File: src/sce_pkg.sv
// Package of offsets, field positions and reset values for the socket event registers
package sce_pkg;

  localparam int ADDR_W = 12;
  localparam int DATA_W = 32;

  // Window split: 32-bit card half below, 16-bit card half above
  localparam logic [11:0] HALF16_BASE = 12'h800;
  localparam logic [11:0] OFS_EVENT = 12'h000;
  localparam logic [11:0] OFS_MASK = 12'h004;
  localparam logic [11:0] OFS_PRESENT = 12'h008;
  localparam logic [11:0] OFS_FORCE = 12'h00c;
  localparam logic [11:0] OFS_CONTROL = 12'h010;
  localparam logic [11:0] OFS_RSVD_FIRST = 12'h014;
  localparam logic [11:0] OFS_RSVD_LAST = 12'h7fc;

  // Event, mask and force bit positions
  localparam int EVB_STSCHG = 0;
  localparam int EVB_CD1 = 1;
  localparam int EVB_CD2 = 2;
  localparam int EVB_PWR = 3;
  localparam int EV_W = 4;

  // Present state bit positions
  localparam int PSB_STSCHG = 0;
  localparam int PSB_CD1 = 1;
  localparam int PSB_CD2 = 2;
  localparam int PSB_CARD16 = 4;
  localparam int PSB_5V = 28;
  localparam int PSB_3V = 29;

  localparam logic [3:0] EVENT_RST = 4'h0;
  localparam logic [3:0] MASK_RST = 4'h0;
  localparam logic [2:0] CONTROL_RST = 3'h0;
  localparam logic [1:0] CD_MASK_ON = 2'h3;
  localparam logic [31:0] READ_ZERO = 32'h0000_0000;

  typedef struct packed {
    logic stschg;
    logic cd1;
    logic cd2;
    logic card16;
  } sce_socket_t;

  typedef struct packed {
    logic wr;
    logic rd;
    logic [11:0] addr;
    logic [31:0] wdata;
  } sce_req_t;

endpackage

File: src/sce_change_det.sv
// Per-bit change detector: flags any change or a rising edge only
`timescale 1ns/1ps
module sce_change_det #(
  parameter int WIDTH = 4,
  parameter logic [WIDTH-1:0] RISE_ONLY = '0
) (
  input wire logic mclk_in, // Clock
  input wire logic resetn_in, // Async reset, active low
  input wire logic [WIDTH-1:0] level_in, // Sampled levels
  output logic [WIDTH-1:0] hit_out // One-cycle change pulses
);

  logic [WIDTH-1:0] prev_r;

  always_ff @(posedge mclk_in or negedge resetn_in) begin
    if (!resetn_in) begin
      prev_r <= '0;
    end else begin
      prev_r <= level_in;
    end
  end

  genvar i;
  generate
    for (i = 0; i < WIDTH; i++) begin : g_bit
      assign hit_out[i] = RISE_ONLY[i] ? (level_in[i] & ~prev_r[i]) : (level_in[i] ^ prev_r[i]);
    end
  endgenerate

endmodule

File: src/sce_socket_regs.sv
// Socket event, mask, present state and force registers with status-change interrupt
`timescale 1ns/1ps
// How it works
// [RULE1] 4 KB window: 32-bit card registers from 000h, 16-bit half from 800h.
// [RULE2] Socket set holds five dword registers for the socket.
// [RULE3] Offsets 014h to 7FCh read zero and ignore writes.
// [RULE4] Event bits record that a change happened, not its direction.
// [RULE5] Software reads present state to learn the real socket condition.
// [RULE6] Writing one clears an event bit, zero leaves it; reset clears all.
// [RULE7] Writing one to the force register sets the matching event bit.
// [RULE8] PCI reset clears every event bit.
// [RULE9] On card reset release, unchanged asserted status sets its event again.
// [RULE10] Software clears events before enabling interrupts.
// [RULE11] Any set, unmasked event raises the status-change interrupt.
// [RULE12] Event bits 31 to 4 read zero and ignore writes.
// [RULE13] Bit 3 sets when 32-bit socket power-up completes.
// [RULE14] Software checks present state for the applied voltage afterwards.
// [RULE15] Bit 2 sets on any change of second card detect.
// [RULE16] Bit 1 sets on any change of first card detect.
// [RULE17] Bit 0 sets on status-change assertion only, never mirrors the level.
// [RULE18] With a 16-bit card, bit 0 raises no interrupt here.
// [RULE19] Card-detect mask 00 blocks, 11 allows; events still set.
// [RULE20] Removal with card-detect interrupt enabled clears that mask field.
// [RULE21] Interrupt is OR of event AND enabling mask, on the clock.
module sce_socket_regs (
  input wire logic mclk_in, // PCI clock
  input wire logic resetn_in, // PCI reset, active low
  input wire sce_pkg::sce_req_t req_in, // Register access request
  output logic [31:0] rdata_out, // Read data, registered
  output logic rvalid_out, // Read data valid, one cycle
  output logic half16_hit_out, // Access falls in 16-bit card half
  input wire sce_pkg::sce_socket_t sock_in, // Socket levels, 1 = asserted
  input wire logic card_resetn_in, // Card reset, active low
  input wire logic power_up_done_event_in, // Power-up complete pulse
  output logic [2:0] control_out, // Socket control bits
  output logic irq_out // Status-change interrupt
);

  // ****************************************
  // Decode
  // ****************************************
  logic [3:0] event_r;
  logic [3:0] mask_r;
  logic [2:0] control_r;
  logic crst_prev_r;
  logic in_low_half;
  logic wr_event;
  logic wr_mask;
  logic wr_force;
  logic wr_control;
  logic card16;
  logic in_rsvd;
  logic wr_ok;

  assign card16 = sock_in.card16;
  assign in_low_half = (req_in.addr < sce_pkg::HALF16_BASE); // [RULE1]
  // Upper half belongs to the 16-bit card logic; here it only reads zero
  assign half16_hit_out = (req_in.wr | req_in.rd) & ~in_low_half; // [RULE1]
  // Reserved writes are kept out before any offset match
  assign in_rsvd = (req_in.addr >= sce_pkg::OFS_RSVD_FIRST) & (req_in.addr <= sce_pkg::OFS_RSVD_LAST); // [RULE3]
  assign wr_ok = req_in.wr & in_low_half & ~in_rsvd; // [RULE3]
  assign wr_event = wr_ok & (req_in.addr == sce_pkg::OFS_EVENT);
  assign wr_mask = wr_ok & (req_in.addr == sce_pkg::OFS_MASK);
  assign wr_force = wr_ok & (req_in.addr == sce_pkg::OFS_FORCE);
  assign wr_control = wr_ok & (req_in.addr == sce_pkg::OFS_CONTROL);

  // ****************************************
  // Event sources
  // ****************************************
  logic [2:0] lvl;
  logic [2:0] hit;
  logic crst_release;
  logic [3:0] ev_set;
  logic removal;

  assign lvl = {sock_in.cd2, sock_in.cd1, sock_in.stschg};

  // Status change counts on assertion; detects count either way
  sce_change_det #(
    .WIDTH(3),
    .RISE_ONLY(3'b001)
  ) u_det (
    .mclk_in(mclk_in),
    .resetn_in(resetn_in),
    .level_in(lvl),
    .hit_out(hit)
  );

  always_ff @(posedge mclk_in or negedge resetn_in) begin
    if (!resetn_in) begin
      crst_prev_r <= 1'b0;
    end else begin
      crst_prev_r <= card_resetn_in;
    end
  end

  // History starts low, so a card already out of reset re-reports its levels
  assign crst_release = card_resetn_in & ~crst_prev_r;
  // Removal is taken as the first detect falling
  assign removal = hit[sce_pkg::EVB_CD1] & ~sock_in.cd1;

  // Force bits OR in, so a forced bit and a real event never cancel
  always_comb begin
    ev_set = 4'h0;
    ev_set[sce_pkg::EVB_STSCHG] = hit[0] | (crst_release & sock_in.stschg); // [RULE17] [RULE9]
    ev_set[sce_pkg::EVB_CD1] = hit[1] | (crst_release & sock_in.cd1); // [RULE16] [RULE9]
    ev_set[sce_pkg::EVB_CD2] = hit[2] | (crst_release & sock_in.cd2); // [RULE15] [RULE9]
    ev_set[sce_pkg::EVB_PWR] = power_up_done_event_in; // [RULE13]
    if (wr_force) begin
      ev_set = ev_set | req_in.wdata[3:0]; // [RULE7]
    end
  end

  // ****************************************
  // Registers
  // ****************************************
  // Hardware set beats a same-cycle software clear, so no event is lost
  always_ff @(posedge mclk_in or negedge resetn_in) begin
    if (!resetn_in) begin
      event_r <= sce_pkg::EVENT_RST; // [RULE8]
    end else begin
      event_r <= (event_r & ~(wr_event ? req_in.wdata[3:0] : 4'h0)) | ev_set; // [RULE6] [RULE4]
    end
  end

  logic cd_enable;

  // Codes 01 and 10 count as masked
  assign cd_enable = (mask_r[2:1] == sce_pkg::CD_MASK_ON); // [RULE19]

  // Software write wins over the automatic clear
  always_ff @(posedge mclk_in or negedge resetn_in) begin
    if (!resetn_in) begin
      mask_r <= sce_pkg::MASK_RST;
    end else if (wr_mask) begin
      mask_r <= req_in.wdata[3:0];
    end else if (removal) begin
      mask_r[0] <= 1'b0;
      if (cd_enable) begin
        mask_r[2:1] <= 2'h0; // [RULE20]
      end
    end
  end

  always_ff @(posedge mclk_in or negedge resetn_in) begin
    if (!resetn_in) begin
      control_r <= sce_pkg::CONTROL_RST;
    end else if (wr_control) begin
      control_r <= req_in.wdata[2:0];
    end
  end

  assign control_out = control_r;

  // ****************************************
  // Present state
  // ****************************************
  // Live levels only; the event bits keep the history
  logic [31:0] present_word;

  always_comb begin
    present_word = sce_pkg::READ_ZERO;
    present_word[sce_pkg::PSB_STSCHG] = sock_in.stschg;
    present_word[sce_pkg::PSB_CD1] = sock_in.cd1;
    present_word[sce_pkg::PSB_CD2] = sock_in.cd2;
    present_word[sce_pkg::PSB_CARD16] = card16;
    // Both supplies offered, so these never move
    present_word[sce_pkg::PSB_5V] = 1'b1;
    present_word[sce_pkg::PSB_3V] = 1'b1;
  end

  // ****************************************
  // Read path
  // ****************************************
  // Data holds until the next read, so a slow host can still take it
  logic [31:0] rd_mux;

  always_comb begin
    rd_mux = sce_pkg::READ_ZERO; // [RULE3]
    unique case (req_in.addr)
      sce_pkg::OFS_EVENT: rd_mux[3:0] = event_r; // [RULE12]
      sce_pkg::OFS_MASK: rd_mux[3:0] = mask_r;
      sce_pkg::OFS_PRESENT: rd_mux = present_word;
      sce_pkg::OFS_CONTROL: rd_mux[2:0] = control_r; // [RULE2]
      default: rd_mux = sce_pkg::READ_ZERO;
    endcase
  end

  always_ff @(posedge mclk_in or negedge resetn_in) begin
    if (!resetn_in) begin
      rdata_out <= sce_pkg::READ_ZERO;
      rvalid_out <= 1'b0;
    end else begin
      rvalid_out <= req_in.rd;
      if (req_in.rd) begin
        rdata_out <= rd_mux;
      end
    end
  end

  // ****************************************
  // Interrupt
  // ****************************************
  logic [3:0] enable;

  always_comb begin
    enable = 4'h0;
    enable[sce_pkg::EVB_PWR] = mask_r[sce_pkg::EVB_PWR];
    enable[sce_pkg::EVB_CD1] = cd_enable; // [RULE19]
    enable[sce_pkg::EVB_CD2] = cd_enable; // [RULE19]
    enable[sce_pkg::EVB_STSCHG] = mask_r[0] & ~card16; // [RULE18]
  end

  // Registered so the pin never glitches while bits change
  always_ff @(posedge mclk_in or negedge resetn_in) begin
    if (!resetn_in) begin
      irq_out <= 1'b0;
    end else begin
      irq_out <= |(event_r & enable); // [RULE11] [RULE21]
    end
  end

endmodule

File: config.mk
export PLATFORM = sky130hd
export DESIGN_NAME = sce_socket_regs
export DESIGN_NICKNAME = d
export VERILOG_FILES = /design/src/sce_pkg.sv /design/src/sce_change_det.sv /design/src/sce_socket_regs.sv
export SDC_FILE = /design/constraint.sdc
export NUM_CORES = 1
export LEC_CHECK = 0
export BUFFER_PORTS_ARGS = -buffer_cell sky130_fd_sc_hd__buf_2
export CAP_MARGIN = 5
export CORE_MARGIN = 8
export CORE_UTILIZATION = 38
export DETAILED_ROUTE_END_ITERATION = 10
export MAX_ROUTING_LAYER = met4
export PLACE_DENSITY_LB_ADDON = 0.15
export SLEW_MARGIN = 20
export SYNTH_ARGS = -nofsm -noshare
export SYNTH_HDL_FRONTEND = slang
export SYNTH_SLANG_ARGS = --single-unit
File: constraint.sdc
create_clock -name mclk_in -period 1 [get_ports mclk_in]
set_input_delay 0.1 -clock mclk_in [delete_from_list [all_inputs] [get_ports mclk_in]]
set_output_delay 0.1 -clock mclk_in [all_outputs]
set_load 0.03 [all_outputs]
After elaboration in Yosys (flattened, before gate mapping)
Index checks and enable logic that the tools add are counted.
{"block": "op_classes", "magnitude_cmp": 3, "eq_ne": 5, "bitwise_logic": 32, "n_reduce_logical": 5, "n_mux": 8}
{"operator": "2-to-1 mux 26 bit", "count": 1}
{"operator": "== test 12 x 4 -> 1 bit, second input constant", "count": 2}
{"operator": "AND 1 bit", "count": 15}
{"operator": "== test 12 x 3 -> 1 bit, second input constant", "count": 1}
{"operator": "== test 12 x 5 -> 1 bit, second input constant", "count": 1}
{"operator": ">= comparator 12 x 5 -> 1 bit, second input constant", "count": 1}
{"operator": "<= comparator 12 x 11 -> 1 bit, second input constant", "count": 1}
{"operator": "zero test 12 bit", "count": 1}
{"operator": "< comparator 12 bit, second input constant", "count": 1}
{"operator": "case mux 3 bit (4 select lines)", "count": 1}
{"operator": "AND 4 bit", "count": 2}
{"operator": "2-to-1 mux 4 bit", "count": 2}
{"operator": "bitwise OR 4 bit", "count": 2}
{"operator": "2-to-1 mux 3 bit", "count": 2}
{"operator": "NOT 1 bit", "count": 6}
{"operator": "NOT 4 bit", "count": 1}
{"operator": "bitwise OR 1 bit", "count": 4}
{"operator": "nonzero test 2 bit", "count": 2}
{"operator": "OR reduction 4 bit", "count": 1}
{"operator": "== test 2 bit, second input constant", "count": 1}
{"operator": "2-to-1 mux 2 bit", "count": 1}
{"operator": "case mux 1 bit (2 select lines)", "count": 1}
{"operator": "AND reduction 2 bit", "count": 1}
{"operator": "XOR 1 bit", "count": 2}
{"block": "word_totals", "output_inout_bits": 38, "input_bits": 54, "regBits": 49, "elab_cells": 63}

Logic depth before layout (Yosys ltp)
{"block": "depth", "word_depth": 9, "ltp_mapped": 5, "mapped_depth_nobuf": 5}

Cells and area by module
From an unflattened synthesis, not the netlist that was laid out.
{"block": "unflattened", "cells_unflattened": 139, "hier_area_um2": 1391.3}
{"module": "sce_socket_regs", "seq_area_each_um2": 500.5, "n_inst": 1, "cells_each": 133, "area_each_um2": 1292.5}
{"module": "sce_change_det", "seq_area_each_um2": 75.1, "n_inst": 1, "cells_each": 6, "area_each_um2": 98.8}

Worst setup path before layout
OpenSTA, ideal clock, no wires.
{"block": "synth_path", "kind": "input-to-reg", "startpoint": "input req_in[42] (netlist name)", "endpoint": "register control_r[0], in the netlist control_out[0]", "slack_ns": -0.517, "arrival_ns": 1.389, "n_path_buf": 0, "stages": 4, "setup_time_ns": 0.128, "t_required_ns": 0.872, "cell_sequence": "or4_4 -> nor4b_4 -> nand3_2 -> mux2_1"}
{"block": "synth_between", "elab_chain_cells": 5, "word_cells_on_any_way": 9, "classes_between": "order compare (3); eq/ne (1); bitwise (5)"}
{"item": "start: declaration", "line_no": "sce_socket_regs.sv:28", "text": "input wire sce_pkg::sce_req_t req_in,"}
{"item": ">= comparator 12 x 5 -> 1 bit or <= comparator 12 x 11 -> 1 bit (tied branches)", "line_no": "sce_socket_regs.sv:60", "text": "assign in_rsvd = (req_in.addr >= sce_pkg::OFS_RSVD_FIRST) & (req_in.addr <= sce_pkg::OFS_RSVD_LAST);"}
{"item": "AND 1 bit", "line_no": "sce_socket_regs.sv:60"}
{"item": "NOT 1 bit", "line_no": "sce_socket_regs.sv:61", "text": "assign wr_ok = req_in.wr & in_low_half & ~in_rsvd;"}
{"item": "AND 1 bit", "line_no": "sce_socket_regs.sv:61"}
{"item": "AND 1 bit (*)", "line_no": "sce_socket_regs.sv:65", "text": "assign wr_control = wr_ok & (req_in.addr == sce_pkg::OFS_CONTROL);"}
{"item": "end signal: assignment", "line_no": "sce_socket_regs.sv:147", "text": "control_r <= sce_pkg::CONTROL_RST;"}
{"item": "end signal: assignment", "line_no": "sce_socket_regs.sv:149", "text": "control_r <= req_in.wdata[2:0];"}
{"item": "end: declaration", "line_no": "sce_socket_regs.sv:44", "text": "logic [2:0] control_r;"}
Every way passes the cells marked *; elsewhere a longest branch is shown, timed or not.
A chain may end at the register's enable or synchronous reset.

Final worst setup path
{"block": "layout_path", "startpoint": "input req_in[42] (netlist name)", "endpoint": "register control_r[2], in the netlist control_out[2]"}
The elaborated chain is that of the path after synthesis.

==> results.py <==
metrics = {
    "yosys": {
        "netlist_instances": 136,
        "synthArstFlopShare_pct": 100,
        "synth_edf_count": 0,
        "synth.top_cell.area_share_pct": 41.0,
        "synth_cell_type_count": 42,
        "ys_seq_area_share_pct": 41.0,
        "synth_area_sq_mm": 0.00140,
        "ys.flop_type": "dfrtp_1",
        "yosys_warnings": 0,
        "post_synth_main_area_contributors": "dfrtp_1 41%, buf_4 14%, mux2i_1 4.3%",
        "synth.largest_area_cell": "dfrtp_1",
        "ys_ff_latch": 23,
        "synth.avg_cell_area_sq_um": 10.3,
    },
    "clock_tree": {
        "clk_latency_ns": 0.27,
        "cts_buffers": 3,
        "cts_buffer_depth": 2,
        "cts_sinks": 23,
        "clk_pin_slew_ns": 0.08,
        "cts_tree": "yes",
        "cts_root_buffer": "clkbuf_8",
        "ctsHtreeMaxLevel": 1,
    },
    "setup_path": {
        "reg2reg_depth": 3,
        "worstPathRequired_ns": 1.15,
        "r2r-start": "event_r[2]",
        "rr_endpoint": "rdata_out[2]",
        "crit_path_end": "control_out[2]",
        "worst-path-stages": 5,
        "slowest_stage": "or4_4",
        "cp_max_fo": 3,
        "crit_type": "in -> reg",
        "critPathBufInv": 1,
        "endpoint_kind": "flop",
        "path_cells": "buf_6 -> or4_4 -> nor4b_4 -> nand3_2 -> mux2_1",
        "worstSetupStartpointType": "primary input",
        "max_stage_delay_ns": 0.57,
        "rrSetupSlack_ns": -0.13,
        "arrival_ns": 1.54,
        "cpLargestDelayFamily": "simple AND/OR/NAND/NOR gates",
        "crit_start": "req_in[42]",
    },
    "place": {
        "gp_routability_congestion": 0.803,
        "place_worst_setup_slack_ns": -0.688,
        "place_area_sq_mm": 0.00167,
        "portBuffers": 38,
        "dp_hpwl_um": 2920,
        "dp_cells": 236,
    },
    "die": {
        "die_area_sq_mm": 0.00589,
        "io_pins": 92,
        "die_h_um": 76.8,
        "initial_utilization_pct": 38.9,
        "dieWidth_um": 76.8,
        "rows": 22,
        "coreArea_sq_mm": 0.00361,
    },
    "cells_and_area": {
        "antennaDiodeCount": 0,
        "layout.cells.non_filler": 247,
        "nFillCells": 360,
        "drive_above_1_share_pct": 38.7,
        "final_cell_area_sq_mm": 0.00188,
        "nets": 255,
        "syn_to_final_growth_pct": 33.8,
    },
    "grt": {
        "met3_usage_pct": 4.08,
        "grt-ovfl-total": 0,
        "gr-usage-met2_pct": 21.1,
        "grt_max_degree": 24,
        "use_met1_pct": 14.5,
        "globalRouteTotalUtil_pct": 13.0,
        "busiest_layer": "met2",
        "antenna_found_initial": 0,
        "grt_pass1_vias": 1285,
        "grt_pass1_wl_um": 6200,
    },
    "worst_hold_path": {
        "holdCritStartpoint": "power_up_done_event_in",
        "hold_class": "in -> reg",
    },
    "timing": {
        "rsz0062_at_grt": "yes",
        "finalSetupViolCount": 15,
        "slew_viol_final": 0,
        "fmax_ghz": 0.722,
        "max_slew.worst_pin.slew_ns": 0.533,
        "skew_ns": 0.00405,
        "hold_viol": 0,
        "fin_crit_ns": 1.39,
        "hold_ws_ns": 0.0381,
        "fin_crit_sh_pct": 139,
        "worst_slack_ns": -0.386,
        "maxSlewHeadroom_pct": 64.5,
    },
    "outcome": {
        "violations": "setup timing",
        "status": "finished with violations",
    },
    "pwr": {
        "power_per_cell_area_mw_per_mm2": 1030,
        "pwr-share-comb_pct": 20.9,
        "peakVddDrop_mv": 0.723,
        "leakagePower_uw": 0.000959,
        "power.switching_uw": 574,
        "swShare_pct": 29.7,
        "intPower_uw": 1360,
        "power_frac_clock_pct": 30.2,
        "seqPwrFrac_pct": 48.9,
    },
    "drt": {
        "drt-wirelength-per-cell_um": 15.0,
        "dr.pass1.iters": 4,
        "num_vias": 1166,
        "drc": 0,
        "drt_iter0_drc": 54,
        "via_per_inst": 4.72,
        "ant_nets": 0,
        "routed_wl_um": 3700,
    },
    "job": {
        "max_cap_viol_count": 0,
    },
}
[power by group through the flow]
stage                     sequential, uW  clock (uW)  combinational (uW)
after global placement               963           0                 350
after detailed placement             963           0                 356
final                                944         583                 405
after global routing                 945         639                 437
after floorplan                      969           0                 282
after CTS                            944         609                 390
[tightest hold or removal path, stage by stage]
cell and delay [ns]:
buf_2 0.08, a21oi_1 0.03, nand3_1 0.06
[stage by stage]
step	total power, uW	setup TNS (ns)	util [%]
CTS	1940	-4.09	50.9
global placement	1310	-9.19	46.4
finish	1930	-4.01	52.0
global route	2020	-4.70	52.0
detailed placement	1320	-9.54	46.4
floorplan	1250	-5.06	-
[layout make-up]
cell class                      instances  area (sq um)  area share [%]
Multi-Input combinational cell        100           722            38.5
Sequential cell                        23           576            30.7
Timing Repair Buffer                   63           440            23.5
Tap cell                               48          60.1            3.20
Clock buffer                            4          45.0            2.40
Inverter                                9          33.8            1.80
[kinds of logic (layout without fill, tap and decap cells)]
family	after synthesis	after routing	synth area share, %
flops	23	23	41.0
fa+ha+maj	1	1	0.892
other cells	1	25	0.267
mux	11	11	8.83
compound gates	24	24	12.0
simple gates	39	39	20.1
buf+inv	37	76	16.9
[placed cells by master, fill, tap and decap left out, types with 2 or more instances in the layout]
master,instances
buf_2,33
conb_1,25
dfrtp_1,23
buf_4,14
buf_6,10
inv_1,9
nand2_1,8
nand3_1,6
o21ai_0,6
mux2i_1,6
nand2b_1,5
dlygate4sd3_1,5
nor2b_1,4
o211ai_1,3
mux2_4,3
a221o_1,3
clkbuf_8,3
nor4_4,2
nor2_1,2
a21oi_1,2
nor4b_4,2
o32ai_2,2
mux2_1,2
[synthesized netlist by cell type, types with 2 or more instances]
cell      count
dfrtp_1      23
mux2_1        3
mux2_4        2
a221o_1       3
o21ai_0       6
nand2_1       8
a21oi_1       2
nor2b_1       4
nand2b_1      5
o32ai_1       2
o211ai_1      3
inv_1         9
nand3_1       6
buf_4        26
mux2i_1       6
nor2_1        2
[routing by layer]
metal	wire length, um	vias up
li1	-	558
met2	1830	38
met3	234	5
met1	1580	565
met4	62	0
met5	0	-
[sequential cells by signal, summed over array words and instances, names as in the netlist]
signal	flops
rdata_out	6
crst_prev_r	1
irq_out	1
control_out	3
u_det.prev_r	3
event_r	4
mask_r	4
rvalid_out	1
[worst min path at each step]
stage / end / slack, ns / cells past startpoint
after floorplan: control_out[0] / -0.20 / 0
after global placement: event_r[3] / 0.10 / 1
after detailed placement: irq_out / 0.11 / 1
after CTS: event_r[3] / 0.03 / 3
after global routing: event_r[3] / 0.06 / 3
final: event_r[3] / 0.04 / 3
[timing repair]
action,CTS,global route
resized for setup,9,8
setup buffers,2,1
pin swaps,5,6
endpoints found under the setup margin,17,18
hold buffers,5,0
endpoints found under the hold margin,27,0
Power figures use the tool's default switching activity.
